`src/logic/tape_glue_pkg.sv`:
```
// Constants and carrier types for the tape/disk expansion card glue
package tape_glue_pkg;

    // Host address decode (byte-wide, word-aligned selects)
    localparam logic [1:0] SEL_STATUS  = 2'h0;
    localparam logic [1:0] SEL_LATCH   = 2'h1;
    localparam logic [1:0] SEL_PAGE    = 2'h2;
    localparam logic [1:0] SEL_ROM     = 2'h3;

    // Control latch field positions
    localparam int LATCH_RELEASE  = 7;
    localparam int LATCH_SPINDLE  = 6;
    localparam int LATCH_FINAL    = 5;
    localparam int LATCH_CTRL_RST = 4;
    localparam int LATCH_GATE     = 3;
    localparam int LATCH_HOLD     = 2;
    localparam int LATCH_RATE     = 1;
    localparam int LATCH_EDGE     = 0;

    // Status field positions
    localparam int STAT_XFER   = 2;
    localparam int STAT_BUSY   = 1;
    localparam int STAT_RESULT = 0;

    // ROM paging: 256 kbyte in 2 kbyte pages
    localparam int PAGE_OFFS_W = 11;
    localparam int PAGE_SEL_W  = 7;
    localparam int ROM_ADDR_W  = PAGE_OFFS_W + PAGE_SEL_W;

    localparam logic [7:0] LATCH_RESET = 8'h00;
    localparam logic [7:0] PAGE_RESET  = 8'h00;

    typedef struct packed {
        logic release_media;
        logic spindle_run;
        logic transfer_final;
        logic disk_ctrl_reset_bit;
        logic request_gate;
        logic index_hold_arm;
        logic rate_select;
        logic edge_watch_allow;
    } latch_t;

    // Host bus request
    typedef struct packed {
        logic                  sel;
        logic                  wr;
        logic                  rd;
        logic [1:0]            reg_sel;
        logic [PAGE_OFFS_W-1:0] offs;
    } host_req_t;

endpackage

```
`src/logic/tape_disk_podule_glue.sv`:
```
// Glue logic between the byte-wide host expansion bus and the disk controller
// ---------------------------------------------------------------------------
// Notes on behaviour
// - Host data path is eight bits; each access moves one byte.
// - Request lines are driven low, enabled only while asserted.
// - Normal request from toggle flag or controller; fast from transfer request.
// - Both requests suppressed while request gate bit is low.
// - 256 kbyte ROM seen through 2 kbyte window chosen by page register.
// - Latch bits 7..4: media release, spindle run, transfer final, controller reset.
// - Latch bits 3..0: request gate, index hold, rate select, edge allow.
// - Latch outputs active high, cleared by bus reset except controller reset, which bus reset sets.
// - Controller reset is bus reset or latch reset bit.
// - Status bits: 2 transfer request, 1 busy level, 0 result request.
// - Index hold low keeps passed index high so no pulses reach controller.
// - With hold set, next index trailing edge blocks pulses until cleared.
// - Edge allow set: toggle flag rises on each busy line edge.
// - Reading the status port clears the toggle flag request.
// - Ready or media swapped line routed through selectable mux to error input.
// ---------------------------------------------------------------------------
`timescale 1ns/10ps
module tape_disk_podule_glue
    import tape_glue_pkg::*;
(
    // Clock and reset
    input  wire logic                  clk_i,
    input  wire logic                  reset_i,
    // Host bus
    input  wire host_req_t             host_req_i,
    input  wire logic [7:0]            host_data_i,
    output logic [7:0]                 host_data_o,
    output logic                       host_data_oe_o,
    // Request lines, open drain, active low on the wire
    output logic                       fast_req_o,
    output logic                       fast_req_oe_o,
    output logic                       norm_req_o,
    output logic                       norm_req_oe_o,
    // ROM
    output logic [ROM_ADDR_W-1:0]      rom_addr_o,
    input  wire logic [7:0]            rom_data_i,
    // Disk controller
    input  wire logic                  transfer_request_line_i,
    input  wire logic                  ctrl_result_req_i,
    output logic                       ctrl_reset_o,
    output logic                       transfer_final_o,
    output logic                       passed_index_pulse_o,
    output logic                       drive_error_o,
    // Drive cable
    input  wire logic                  index_i,
    input  wire logic                  track_zero_line_i,
    input  wire logic                  ready_or_media_swapped_i,
    input  wire logic                  error_mux_sel_i,
    input  wire logic                  drive_fault_i,
    output logic                       media_release_o,
    output logic                       spindle_run_o,
    output logic                       rate_select_o
);

    latch_t                 latch_q;
    latch_t                 latch_d;
    logic [PAGE_SEL_W-1:0]  page_q;
    logic [PAGE_SEL_W-1:0]  page_d;
    logic                   busy_q;
    logic                   index_q;
    logic                   toggle_q;
    logic                   toggle_d;
    logic                   blocked_q;
    logic                   blocked_d;
    logic                   latch_wr;
    logic                   page_wr;
    logic                   stat_rd;
    logic                   busy_edge;
    logic                   index_fall;
    logic                   hold_fall;
    logic                   fast_act;
    logic                   norm_act;
    logic [7:0]             status_byte;
    logic                   error_src;

    // ---------------------------------------------------------------
    // Host access decode
    // ---------------------------------------------------------------
    assign latch_wr = host_req_i.sel && host_req_i.wr && (host_req_i.reg_sel == SEL_LATCH);
    assign page_wr  = host_req_i.sel && host_req_i.wr && (host_req_i.reg_sel == SEL_PAGE);
    assign stat_rd  = host_req_i.sel && host_req_i.rd && (host_req_i.reg_sel == SEL_STATUS);

    // ---------------------------------------------------------------
    // Control latch
    // ---------------------------------------------------------------
    always_comb begin
        latch_d = latch_q;
        if (latch_wr) begin
            latch_d = latch_t'(host_data_i);
        end
    end

    always_ff @(posedge clk_i) begin
        if (reset_i) begin
            latch_q <= latch_t'(LATCH_RESET);
        end else begin
            latch_q <= latch_d;
        end
    end

    // ---------------------------------------------------------------
    // Page register
    // ---------------------------------------------------------------
    always_comb begin
        page_d = page_q;
        if (page_wr) begin
            page_d = host_data_i[PAGE_SEL_W-1:0];
        end
    end

    always_ff @(posedge clk_i) begin
        if (reset_i) begin
            page_q <= PAGE_RESET[PAGE_SEL_W-1:0];
        end else begin
            page_q <= page_d;
        end
    end

    // ---------------------------------------------------------------
    // Status word
    // ---------------------------------------------------------------
    always_comb begin
        status_byte              = 8'h00;
        status_byte[STAT_XFER]   = transfer_request_line_i;
        status_byte[STAT_BUSY]   = track_zero_line_i;
        status_byte[STAT_RESULT] = ctrl_result_req_i;
    end

    // ---------------------------------------------------------------
    // Read data enable
    // ---------------------------------------------------------------
    always_ff @(posedge clk_i) begin
        if (reset_i) begin
            host_data_oe_o <= 1'b0;
        end else begin
            host_data_oe_o <= host_req_i.sel && host_req_i.rd;
        end
    end

    // ---------------------------------------------------------------
    // Read data
    // ---------------------------------------------------------------
    always_ff @(posedge clk_i) begin
        if (reset_i) begin
            host_data_o <= 8'h00;
        end else if (host_req_i.reg_sel == SEL_STATUS) begin
            host_data_o <= status_byte;
        end else begin
            host_data_o <= rom_data_i;
        end
    end

    // ---------------------------------------------------------------
    // ROM address
    // ---------------------------------------------------------------
    always_ff @(posedge clk_i) begin
        if (reset_i) begin
            rom_addr_o <= '0;
        end else begin
            rom_addr_o <= {page_q, host_req_i.offs};
        end
    end

    // ---------------------------------------------------------------
    // Busy line edge detect
    // ---------------------------------------------------------------
    assign busy_edge = busy_q != track_zero_line_i;

    always_ff @(posedge clk_i) begin
        if (reset_i) begin
            busy_q <= 1'b0;
        end else begin
            busy_q <= track_zero_line_i;
        end
    end

    // ---------------------------------------------------------------
    // Toggle flag
    // ---------------------------------------------------------------
    always_comb begin
        toggle_d = toggle_q;
        if (latch_q.edge_watch_allow && busy_edge) begin
            toggle_d = 1'b1;
        end else if (stat_rd) begin
            toggle_d = 1'b0;
        end
    end

    always_ff @(posedge clk_i) begin
        if (reset_i) begin
            toggle_q <= 1'b0;
        end else begin
            toggle_q <= toggle_d;
        end
    end

    // ---------------------------------------------------------------
    // Index edge detect
    // ---------------------------------------------------------------
    assign index_fall = index_q && !index_i;
    assign hold_fall  = latch_q.index_hold_arm && index_fall;

    always_ff @(posedge clk_i) begin
        if (reset_i) begin
            index_q <= 1'b0;
        end else begin
            index_q <= index_i;
        end
    end

    // ---------------------------------------------------------------
    // Index blocking
    // ---------------------------------------------------------------
    always_comb begin
        blocked_d = blocked_q;
        if (!latch_q.index_hold_arm) begin
            blocked_d = 1'b0;
        end else if (hold_fall) begin
            blocked_d = 1'b1;
        end
    end

    always_ff @(posedge clk_i) begin
        if (reset_i) begin
            blocked_q <= 1'b0;
        end else begin
            blocked_q <= blocked_d;
        end
    end

    // ---------------------------------------------------------------
    // Request sources
    // ---------------------------------------------------------------
    assign fast_act = latch_q.request_gate && transfer_request_line_i;
    assign norm_act = latch_q.request_gate && (toggle_q || ctrl_result_req_i);

    // ---------------------------------------------------------------
    // Fast request line
    // ---------------------------------------------------------------
    always_ff @(posedge clk_i) begin
        if (reset_i) begin
            fast_req_o    <= 1'b0;
            fast_req_oe_o <= 1'b0;
        end else begin
            fast_req_o    <= 1'b0;
            fast_req_oe_o <= fast_act;
        end
    end

    // ---------------------------------------------------------------
    // Normal request line
    // ---------------------------------------------------------------
    always_ff @(posedge clk_i) begin
        if (reset_i) begin
            norm_req_o    <= 1'b0;
            norm_req_oe_o <= 1'b0;
        end else begin
            norm_req_o    <= 1'b0;
            norm_req_oe_o <= norm_act;
        end
    end

    // ---------------------------------------------------------------
    // Controller reset
    // ---------------------------------------------------------------
    always_ff @(posedge clk_i) begin
        if (reset_i) begin
            ctrl_reset_o <= 1'b1;
        end else begin
            ctrl_reset_o <= latch_q.disk_ctrl_reset_bit;
        end
    end

    // ---------------------------------------------------------------
    // Transfer final
    // ---------------------------------------------------------------
    always_ff @(posedge clk_i) begin
        if (reset_i) begin
            transfer_final_o <= 1'b0;
        end else begin
            transfer_final_o <= latch_q.transfer_final;
        end
    end

    // ---------------------------------------------------------------
    // Passed index level
    // ---------------------------------------------------------------
    always_ff @(posedge clk_i) begin
        if (reset_i) begin
            passed_index_pulse_o <= 1'b1;
        end else begin
            passed_index_pulse_o <= !(blocked_q || hold_fall);
        end
    end

    // ---------------------------------------------------------------
    // Drive error source
    // ---------------------------------------------------------------
    assign error_src = error_mux_sel_i ? ready_or_media_swapped_i : drive_fault_i;

    // ---------------------------------------------------------------
    // Drive error output
    // ---------------------------------------------------------------
    always_ff @(posedge clk_i) begin
        if (reset_i) begin
            drive_error_o <= 1'b0;
        end else begin
            drive_error_o <= error_src;
        end
    end

    // ---------------------------------------------------------------
    // Media release
    // ---------------------------------------------------------------
    always_ff @(posedge clk_i) begin
        if (reset_i) begin
            media_release_o <= 1'b0;
        end else begin
            media_release_o <= latch_q.release_media;
        end
    end

    // ---------------------------------------------------------------
    // Spindle run
    // ---------------------------------------------------------------
    always_ff @(posedge clk_i) begin
        if (reset_i) begin
            spindle_run_o <= 1'b0;
        end else begin
            spindle_run_o <= latch_q.spindle_run;
        end
    end

    // ---------------------------------------------------------------
    // Recording rate select
    // ---------------------------------------------------------------
    always_ff @(posedge clk_i) begin
        if (reset_i) begin
            rate_select_o <= 1'b0;
        end else begin
            rate_select_o <= latch_q.rate_select;
        end
    end

endmodule

```
`config.mk`:
```
export PLATFORM = sky130hd
export DESIGN_NAME = tape_disk_podule_glue
export DESIGN_NICKNAME = d
export VERILOG_FILES = /design/src/logic/tape_glue_pkg.sv /design/src/logic/tape_disk_podule_glue.sv
export SDC_FILE = /design/constraint.sdc
export NUM_CORES = 1
export LEC_CHECK = 0
export BUFFER_PORTS_ARGS = -buffer_cell sky130_fd_sc_hd__buf_2
export CAP_MARGIN = 30
export CORE_ASPECT_RATIO = 0.5
export CORE_MARGIN = 4
export CORE_UTILIZATION = 32
export CTS_CLUSTER_DIAMETER = 30
export DETAILED_ROUTE_END_ITERATION = 6
export SYNTH_ARGS = -nofsm -noshare
export SYNTH_HDL_FRONTEND = slang
export SYNTH_SLANG_ARGS = --single-unit
```
`constraint.sdc`:
```
create_clock -name clk_i -period 1.26 [get_ports clk_i]
set_clock_uncertainty 0.2 [all_clocks]
set_input_delay 0.126 -clock clk_i [delete_from_list [all_inputs] [get_ports clk_i]]
set_output_delay 0.126 -clock clk_i [all_outputs]
set_load 0.1 [all_outputs]
```
# After elaboration in Yosys (flattened, before gate mapping)
# Index checks and enable logic that the tools add are counted.
[totals]
regBits = 55
in_bits = 41
output_inout_bits = 38
elab_cells = 52
[classes]
n_eq_ne = 3
muxes = 4
bitwise_logic = 1
n_reduce_logical = 18
[ops]
columns = ["op", "n"]
rows = [
  ["logical AND 1 bit", 10],
  ["OR reduction 2 bit", 2],
  ["two-way mux 1 bit", 3],
  ["two-way mux 3 bit", 1],
  ["== test 2 x 1 -> 1 bit, second input constant", 1],
  ["== test 2 bit, second input constant", 1],
  ["logical NOT 1 bit", 2],
  ["logical NOT 2 bit", 1],
  ["logical OR 1 bit", 2],
  ["nonzero test 2 bit", 1],
  ["!= test 1 bit", 1],
  ["NOT 1 bit", 1],
]

# Longest topological paths before layout
# Gate-level depths: netlist (run 1).
[logic_depth]
depth_word = 5
ltp_mapped = 3
ltp_nobuf = 2

# Worst setup path after synthesis (run 1)
# No wires, ideal clock.
[synth_path]
kind = "register to output"
start = "register ctrl_reset_o"
end = "output port ctrl_reset_o"
arrival_ns = 0.909
t_required_ns = 0.934
slack_ns = 0.025
path_stages_with_launch = 1
n_path_buf = 0
cell_sequence = "dfxtp_1"
[synth_lines]
columns = ["item", "line", "source"]
rows = [
  ["from (decl)", "tape_disk_podule_glue.sv:43", "output logic ctrl_reset_o,"],
  ["from (signal assigned)", "tape_disk_podule_glue.sv:273", "ctrl_reset_o <= latch_q.disk_ctrl_reset_bit;"],
]
# No word-level cell between the ends.

# Worst setup path after layout (run 1)
[layout_path]
start = "input port transfer_request_line_i"
end = "register host_data_o[2]"
[layout_via]
elab_chain_len = 1
[layout_rtl]
columns = ["item", "line", "source"]
rows = [
  ["from (decl)", "tape_disk_podule_glue.sv:41", "input wire logic transfer_request_line_i,"],
  ["two-way mux 3 bit", "tape_disk_podule_glue.sv:149", "end else if (host_req_i.reg_sel == SEL_STATUS) begin"],
  ["to (signal assigned)", "tape_disk_podule_glue.sv:150", "host_data_o <= status_byte;"],
  ["to (signal assigned)", "tape_disk_podule_glue.sv:152", "host_data_o <= rom_data_i;"],
  ["to (decl)", "tape_disk_podule_glue.sv:30", "output logic [7:0] host_data_o,"],
]
# No other way between the ends.
# A chain may end at the register's enable or synchronous reset.

==> metrics.md, run 1 <==
| Metric | Value |
|---|---|
| FILL cells | 450 |
| Clock buffer depth | 2 |
| Top FF cell, synth | sky130_fd_sc_hd__dfxtp_1 |
| Critical path required time | 1.28 ns |
| Post-route DRC violation count | 0 |
| MaxCap Viol Count | 0 |
| VDD IR-drop max | 0.651 mV |
| Average wire length per cell after detail routing | 12.0 um |
| GRT Total Usage | 12.3% |
| Number of distinct library cells after synthesis | 26 |
| Highest clock frequency the design can meet | 0.817 GHz |
| CTS tree | done |
| Met2 global-route usage | 23.2% |
| Power density over the cells | 1190 nW/um2 |
| Clk Latency, worst-skew pair | 0.29 ns |
| CP max FO | 2 |
| Initial DRC count | 31 |
| Count of input and output buffers | 76 |
| Via Count | 1446 |
| Number of clock sinks | 55 |
| Count of yosys warnings during synthesis | 0 |
| Hold_ws | 0.0341 ns |
| Nets | 319 |
| Met3 demand-to-capacity share in global routing | 3.38% |
| Layout Area Growth over Synthesis | 82.1% |
| Crit path time final | 1.22 ns |
| Final Hold Violating Endpoints | 0 |
| Arrival @ worst endpoint | 1.24 ns |
| Maximum number of pins on one net before global-route repair | 32 |
| Area inside the core boundary | 5540 um2 |
| Die span in y | 61.8 um |
| GRT met1 Usage | 14.0% |
| First-pass GRT wire length | 6.74 mm |
| Post-synthesis sequential area ratio | 59.5% |
| Antenna violations before repair | 0 |
| Row count | 19 |
| Vias per cell | 4.11 |
| RSZ-0062 raised after global routing | no |
| Instance count of the mapped netlist | 163 |
| Root buffer selected by CTS | sky130_fd_sc_hd__clkbuf_16 |
| Setup violation total in the final timing report | 0 |
| Result of the run | complete, no violations |
| Routed wire length | 4.22 mm |
| Aggregate global routing overflow | 0 |
| Total power after layout | 4.00 mW |
| HP Class | in -> reg |
| Number of antenna-violating nets in the routed design | 0 |
| Cell type of the slowest stage on the worst timing path | sky130_fd_sc_hd__dlygate4sd3_1 |
| Post-route standard cell area excluding fillers | 3370 um2 |
| Slowest cell delay on critical path | 0.54 ns |
| Launch point of the worst hold path | host_data_i[7] |
| Count of boundary I/O pins | 79 |
| Startpoint of the worst register-to-register path | latch_q[7] |
| Type of origin of the critical path | primary input |
| Via count of the first global-routing pass | 1471 |
| Number of iterations in the first detailed-routing pass | 4 |
| Inserted Clock Buffers | 5 |
| DP Area | 2870 um2 |
| Total leakage power | 1.53 nW |
| Width of the die | 116 um |
| Hpwl dp | 3.09 mm |
| Final-report max-slew violation count | 0 |
| Die area | 7140 um2 |
| Fraction of layout cells with a size suffix above 1 | 33.7% |
| Reg2reg end | latch_q[7] |
| H-tree levels | 2 |
| Synth Area per Inst | 11.4 um2 |
| Worst-path clk slew | 0.07 ns |
| Setup Total Neg Slack | 0 ns |
| Hold-critical path depth | 3 |
| CP cell instances | dlygate4sd3_1 -> buf_2 -> or3b_1 -> a21oi_1 |
| Final RePlAce weighted congestion | 0.735 |
| Commonest cells after routing, fill and taps aside | sky130_fd_sc_hd__dfxtp_1, sky130_fd_sc_hd__buf_2, sky130_fd_sc_hd__buf_12, sky130_fd_sc_hd__dlygate4sd3_1, sky130_fd_sc_hd__nand2b_1 |
| Antenna cells | 0 |
| Reg2Reg Depth | 2 |
| Flop2flop setup slack | 0.25 ns |
| Async SR Flop Fraction | 0% |
| #FFs+latches synth | 55 |
| Tcrit/Tclk final | 97.1% |
| Post-synth EDFFs | 0 |
| Most Used Layer, Global Route | met2 |
| Most common library cell in the layout ignoring fill and taps | sky130_fd_sc_hd__dfxtp_1 |
| Crit path capture type | register |
| Cell area after synthesis | 1850 um2 |
| Starting Density | 33.4% |
| Endpoint of the worst hold-timing path | latch_q[7] |
| Crit Path Class | in -> reg |
flip-flops by register name, summed over array words and instances (netlist names), 7 cells and up:
register	flops
rom_addr_o	18
host_data_o	8
latch_q	8
page_q	7
layer usage:
layer  share of wire (%)  vias up
met5                   0        -
met4                 1.1        0
met3                 5.3        4
met2                  51       31
met1                  42      656
li1                    -      755
cell usage after synthesis (all sizes together), types with 2 or more instances:
library cell	instances	area share, %
dfxtp	55	59
nand2b	22	7.4
mux2i	15	8.1
nor2b	15	5.1
inv	13	2.6
buf	9	3.5
nor2	6	1.2
nor3b	5	2.0
a21oi	4	1.1
o21ai	3	0.81
or3b	3	1.4
and4b	2	1.3
worst max-delay path: cells and delay by family:
family | cells | cell delay [ns]
buf+inv | 2 | 0.65
simple gates | 1 | 0.34
compound gates | 1 | 0.12
cell type report:
class / instances / area, um2 / share of cell area, %
clock buffers: 5 / 125 / 3.71
flip-flops and latches: 55 / 1100 / 32.7
clock inverters: 3 / 18.8 / 0.557
inverters: 13 / 48.8 / 1.45
multi-input cells: 86 / 639 / 19.0
repair buffers: 117 / 1350 / 39.9
well taps: 73 / 91.3 / 2.71
how the worst max path moves through the flow:
| stage | startpoint | end | slack (ns) | cells after the start |
|---|---|---|---|---|
| 5_1_grt | ctrl_result_req_i | host_data_o[0] | 0.001 | 4 |
| 2_1_floorplan | ctrl_reset_o | ctrl_reset_o | 0.03 | 0 |
| 4_1_cts | track_zero_line_i | host_data_o[1] | 0.02 | 4 |
| 3_3_place_gp | host_req_i[12] | latch_q[7] | 0.09 | 3 |
| 6_report | transfer_request_line_i | host_data_o[2] | 0.04 | 4 |
| 3_5_place_dp | host_req_i[12] | latch_q[7] | 0.05 | 3 |
logic make-up after synthesis:
| kind of cell | after synthesis | share of synthesized area, % |
|---|---|---|
| DFF | 55 | 59.5 |
| AOI/OAI and AO/OA | 9 | 3.18 |
| and+or+nand+nor | 58 | 21.4 |
| xor gates and xnor gates | 1 | 0.473 |
| muxes | 16 | 8.92 |
| buffers and inverters | 23 | 6.36 |
| other | 1 | 0.203 |
power by group:
group          switching [mW]  internal [mW]  total, mW
combinational           0.471          0.355      0.826
sequential             0.0401           1.80       1.84
clock                   0.599          0.737       1.34
timing repair:
item,in CTS,in global routing
setup endpoints to repair,0,1
buffers inserted,0,0
resized for setup,0,1
endpoints found under the hold margin,43,0
hold buffers,36,0
metrics by stage:
stage | cells | util, % | worst slack (ns)
5_1_grt | 352 | 60.9 | 0.00110
2_1_floorplan | 164 | - | 0.0250
4_1_cts | 353 | 60.9 | 0.0215
3_3_place_gp | 309 | 51.8 | 0.0854
6_report | 352 | 60.9 | 0.0364
3_5_place_dp | 309 | 51.8 | 0.0541
No activity file was read; power rests on OpenSTA's default activity.
==> inputs of run 2 (changes only) <==
- ABC_AREA: default -> 1
==> run 2 against run 1 <==
Sequential power is essentially flat. Largest cell class unchanged. Via count grew 19%. Synthesized area shrank 1.3%. Critical path type is now reg -> out.
==> metrics.md, run 2 <==
| Metric | Value |
|---|---|
| Sw Ratio | 28.6% |
| Count of boundary I/O pins | 79 |
| Combinational cell fraction of total power | 21.7% |
| RSZ-0062 raised after global routing | no |
| H-tree levels | 2 |
| Inserted Clock Buffers | 5 |
| Slowest cell delay on critical path | 0.37 ns |
| Hpwl dp | 3.18 mm |
| Worst Setup Slack, final | 0.0804 ns |
| Cell area after synthesis | 1830 um2 |
| Post-synthesis sequential area ratio | 60.3% |
| Arrival @ worst endpoint | 0.85 ns |
| Final standard cell utilization of the core | 61.3% |
| Die span in y | 61.4 um |
| Top FF cell, synth | sky130_fd_sc_hd__dfxtp_1 |
| Area of combinational cells with multiple inputs | 510 um2 |
| DP Area | 2850 um2 |
| Critical path depth | 1 |
| Clock buffer depth | 2 |
| Row count | 19 |
| Share of total power in the clock network | 33.5% |
| Buffering stage count on the worst path with inverters included | 1 |
| Final cell count without fillers | 428 |
| Post-CTS Setup Bufs | 0 |
| Source of the critical timing path | media_release_o |
| Area inside the core boundary | 5490 um2 |
| Aggregate global routing overflow | 0 |
| Number of antenna-violating nets in the routed design | 0 |
| Critical path required time | 0.93 ns |
| Worst-path clk slew | 0.07 ns |
| Starting Density | 33.3% |
| Biggest area consumer among synthesized cells | sky130_fd_sc_hd__dfxtp_1 |
| Cell family with most CP delay | flip-flops |
| Flop2flop setup slack | 0.36 ns |
| Largest registers | rom_addr_o x18, host_data_o x8, latch_q x8 |
| Fraction of layout cells with a size suffix above 1 | 25.4% |
| Most common library cell in the layout ignoring fill and taps | sky130_fd_sc_hd__nor2_1 |
| Place WS | -0.0201 ns |
| HP Class | in -> reg |
| Antenna cells | 0 |
| GRT Total Usage | 13.8% |
| Maximum number of pins on one net before global-route repair | 27 |
| VDD IR-drop max | 0.598 mV |
| CTS tree | done |
| Setup Total Neg Slack | 0 ns |
| Leading cell types by count after synthesis | sky130_fd_sc_hd__nor2_1, sky130_fd_sc_hd__dfxtp_1, sky130_fd_sc_hd__inv_1 |
| Hold_ws | 0.0169 ns |
| Width of the die | 115 um |
| Nets | 395 |
| Flip-flop count of the largest register, all copies and words added | 18 |
| Count of input and output buffers | 76 |
| Synth Area per Inst | 7.77 um2 |
| Cell types occupying the most area after synthesis | sky130_fd_sc_hd__dfxtp_1, sky130_fd_sc_hd__nor2_1, sky130_fd_sc_hd__inv_1 |
| Reg area | 1100 um2 |
| Clk Latency, worst-skew pair | 0.29 ns |
| Initial DRC count | 32 |
| Met2 global-route usage | 27.0% |
| Via Count | 1723 |
| Final RePlAce weighted congestion | 0.820 |
| Routed wire length | 4.64 mm |
| Antenna violations before repair | 0 |
| Most common cell in the synthesized netlist | sky130_fd_sc_hd__nor2_1 |
| GRT met1 Usage | 14.9% |
| Most Used Layer, Global Route | met2 |
| Share of Yosys cell area claimed by the top area cell type | 60.3% |
| Crit Path Class | reg -> out |
| Post-route standard cell area excluding fillers | 3370 um2 |
| Crit path time final | 1.18 ns |
| CP cell instances | buf_12 |
| Setup violation total in the final timing report | 0 |
| Power density over the cells | 1230 nW/um2 |
| Cell count after placement | 383 |
| Capture point of the worst path | media_release_o |
| First-pass GRT wire length | 7.53 mm |
| Highest clock frequency the design can meet | 0.848 GHz |
| Average wire length per cell after detail routing | 10.8 um |
| MaxCap Viol Count | 0 |
| #FFs+latches synth | 55 |
| Post-synth EDFFs | 0 |
| Final Hold Violating Endpoints | 0 |
| Total power after layout | 4.14 mW |
| Commonest cells after routing, fill and taps aside | sky130_fd_sc_hd__nor2_1, sky130_fd_sc_hd__dfxtp_1, sky130_fd_sc_hd__inv_1, sky130_fd_sc_hd__buf_2, sky130_fd_sc_hd__dlygate4sd3_1 |
| Sequential share of power | 44.8% |
| Reg2reg end | ctrl_reset_o |
| FILL cells | 454 |
| Layout Area Growth over Synthesis | 84.3% |
| Largest register by flop count | rom_addr_o |
| Final-report max-slew violation count | 0 |
| Cell type of the slowest stage on the worst timing path | sky130_fd_sc_hd__dfxtp_1 |
| Instance count of the mapped netlist | 235 |
| Reg2Reg Depth | 1 |
| Type of origin of the critical path | register |
| Via count of the first global-routing pass | 1743 |
| Number of distinct library cells after synthesis | 14 |
| Async SR Flop Fraction | 0% |
| Crit path capture type | output port |
| Result of the run | complete, no violations |
| Post-route DRC violation count | 0 |
| Die area | 7050 um2 |
| Vias per cell | 4.03 |
| Number of clock sinks | 55 |
| Met3 demand-to-capacity share in global routing | 3.63% |
| Sw power | 1.18 mW |
| CP max FO | 1 |
| Startpoint of the worst register-to-register path | latch_q[4] |
| Tcrit/Tclk final | 93.6% |
| Int Power | 2.96 mW |
| Count of yosys warnings during synthesis | 0 |
| Root buffer selected by CTS | sky130_fd_sc_hd__clkbuf_16 |
| Total leakage power | 1.60 nW |
| Number of iterations in the first detailed-routing pass | 4 |
## run 2: area by class of cell
type                       instances  share of cell area [%]
tap                               73                    2.71
multi-input combinational        126                    15.2
inverter                          47                    5.24
sequential                        55                    32.7
clock buffer                       7                    4.24
clock inverter                     1                   0.260
timing repair buffer             119                    39.7
## run 2: cell families after synthesis
group                  after synthesis  share of synthesized area [%]
AO/OA/AOI/OAI                        8                           2.19
buffers and inverters               55                           12.0
flip-flops                          55                           60.3
other                                1                          0.205
AND/OR/NAND/NOR                    116                           25.3
## run 2: worst min path at each step
stage,slack [ns],depth (start not counted),end,start
CTS,0.005,5,latch_q[0],host_data_i[0]
finish,0.02,5,latch_q[0],host_data_i[0]
detailed placement,0.13,2,drive_error_o,error_mux_sel_i
global route,0.03,5,page_q[0],host_data_i[0]
floorplan,0.02,1,drive_error_o,error_mux_sel_i
global placement,0.12,2,drive_error_o,error_mux_sel_i
## run 2: repair_timing
action	CTS	global route
hold buffers	37	0
hold endpoints to repair	38	0
gates resized for setup	0	0
setup endpoints to repair	0	0
## run 2: routing by layer
metal | vias up | routed length (um) | part of all wire (%)
met2 | 26 | 2570 | 55
met3 | 0 | 174 | 3.7
met5 | - | 0 | 0
met1 | 783 | 1900 | 41
met4 | 0 | 0 | 0
li1 | 914 | - | -
## run 2: power by group through the flow
stage | combinational (mW) | clock [mW] | sequential (mW)
after global placement | 0.798 | 0 | 1.90
after CTS | 0.899 | 1.41 | 1.86
after global routing | 0.946 | 1.51 | 1.86
after floorplan | 0.160 | 0 | 2.22
final | 0.898 | 1.39 | 1.86
after detailed placement | 0.808 | 0 | 1.90
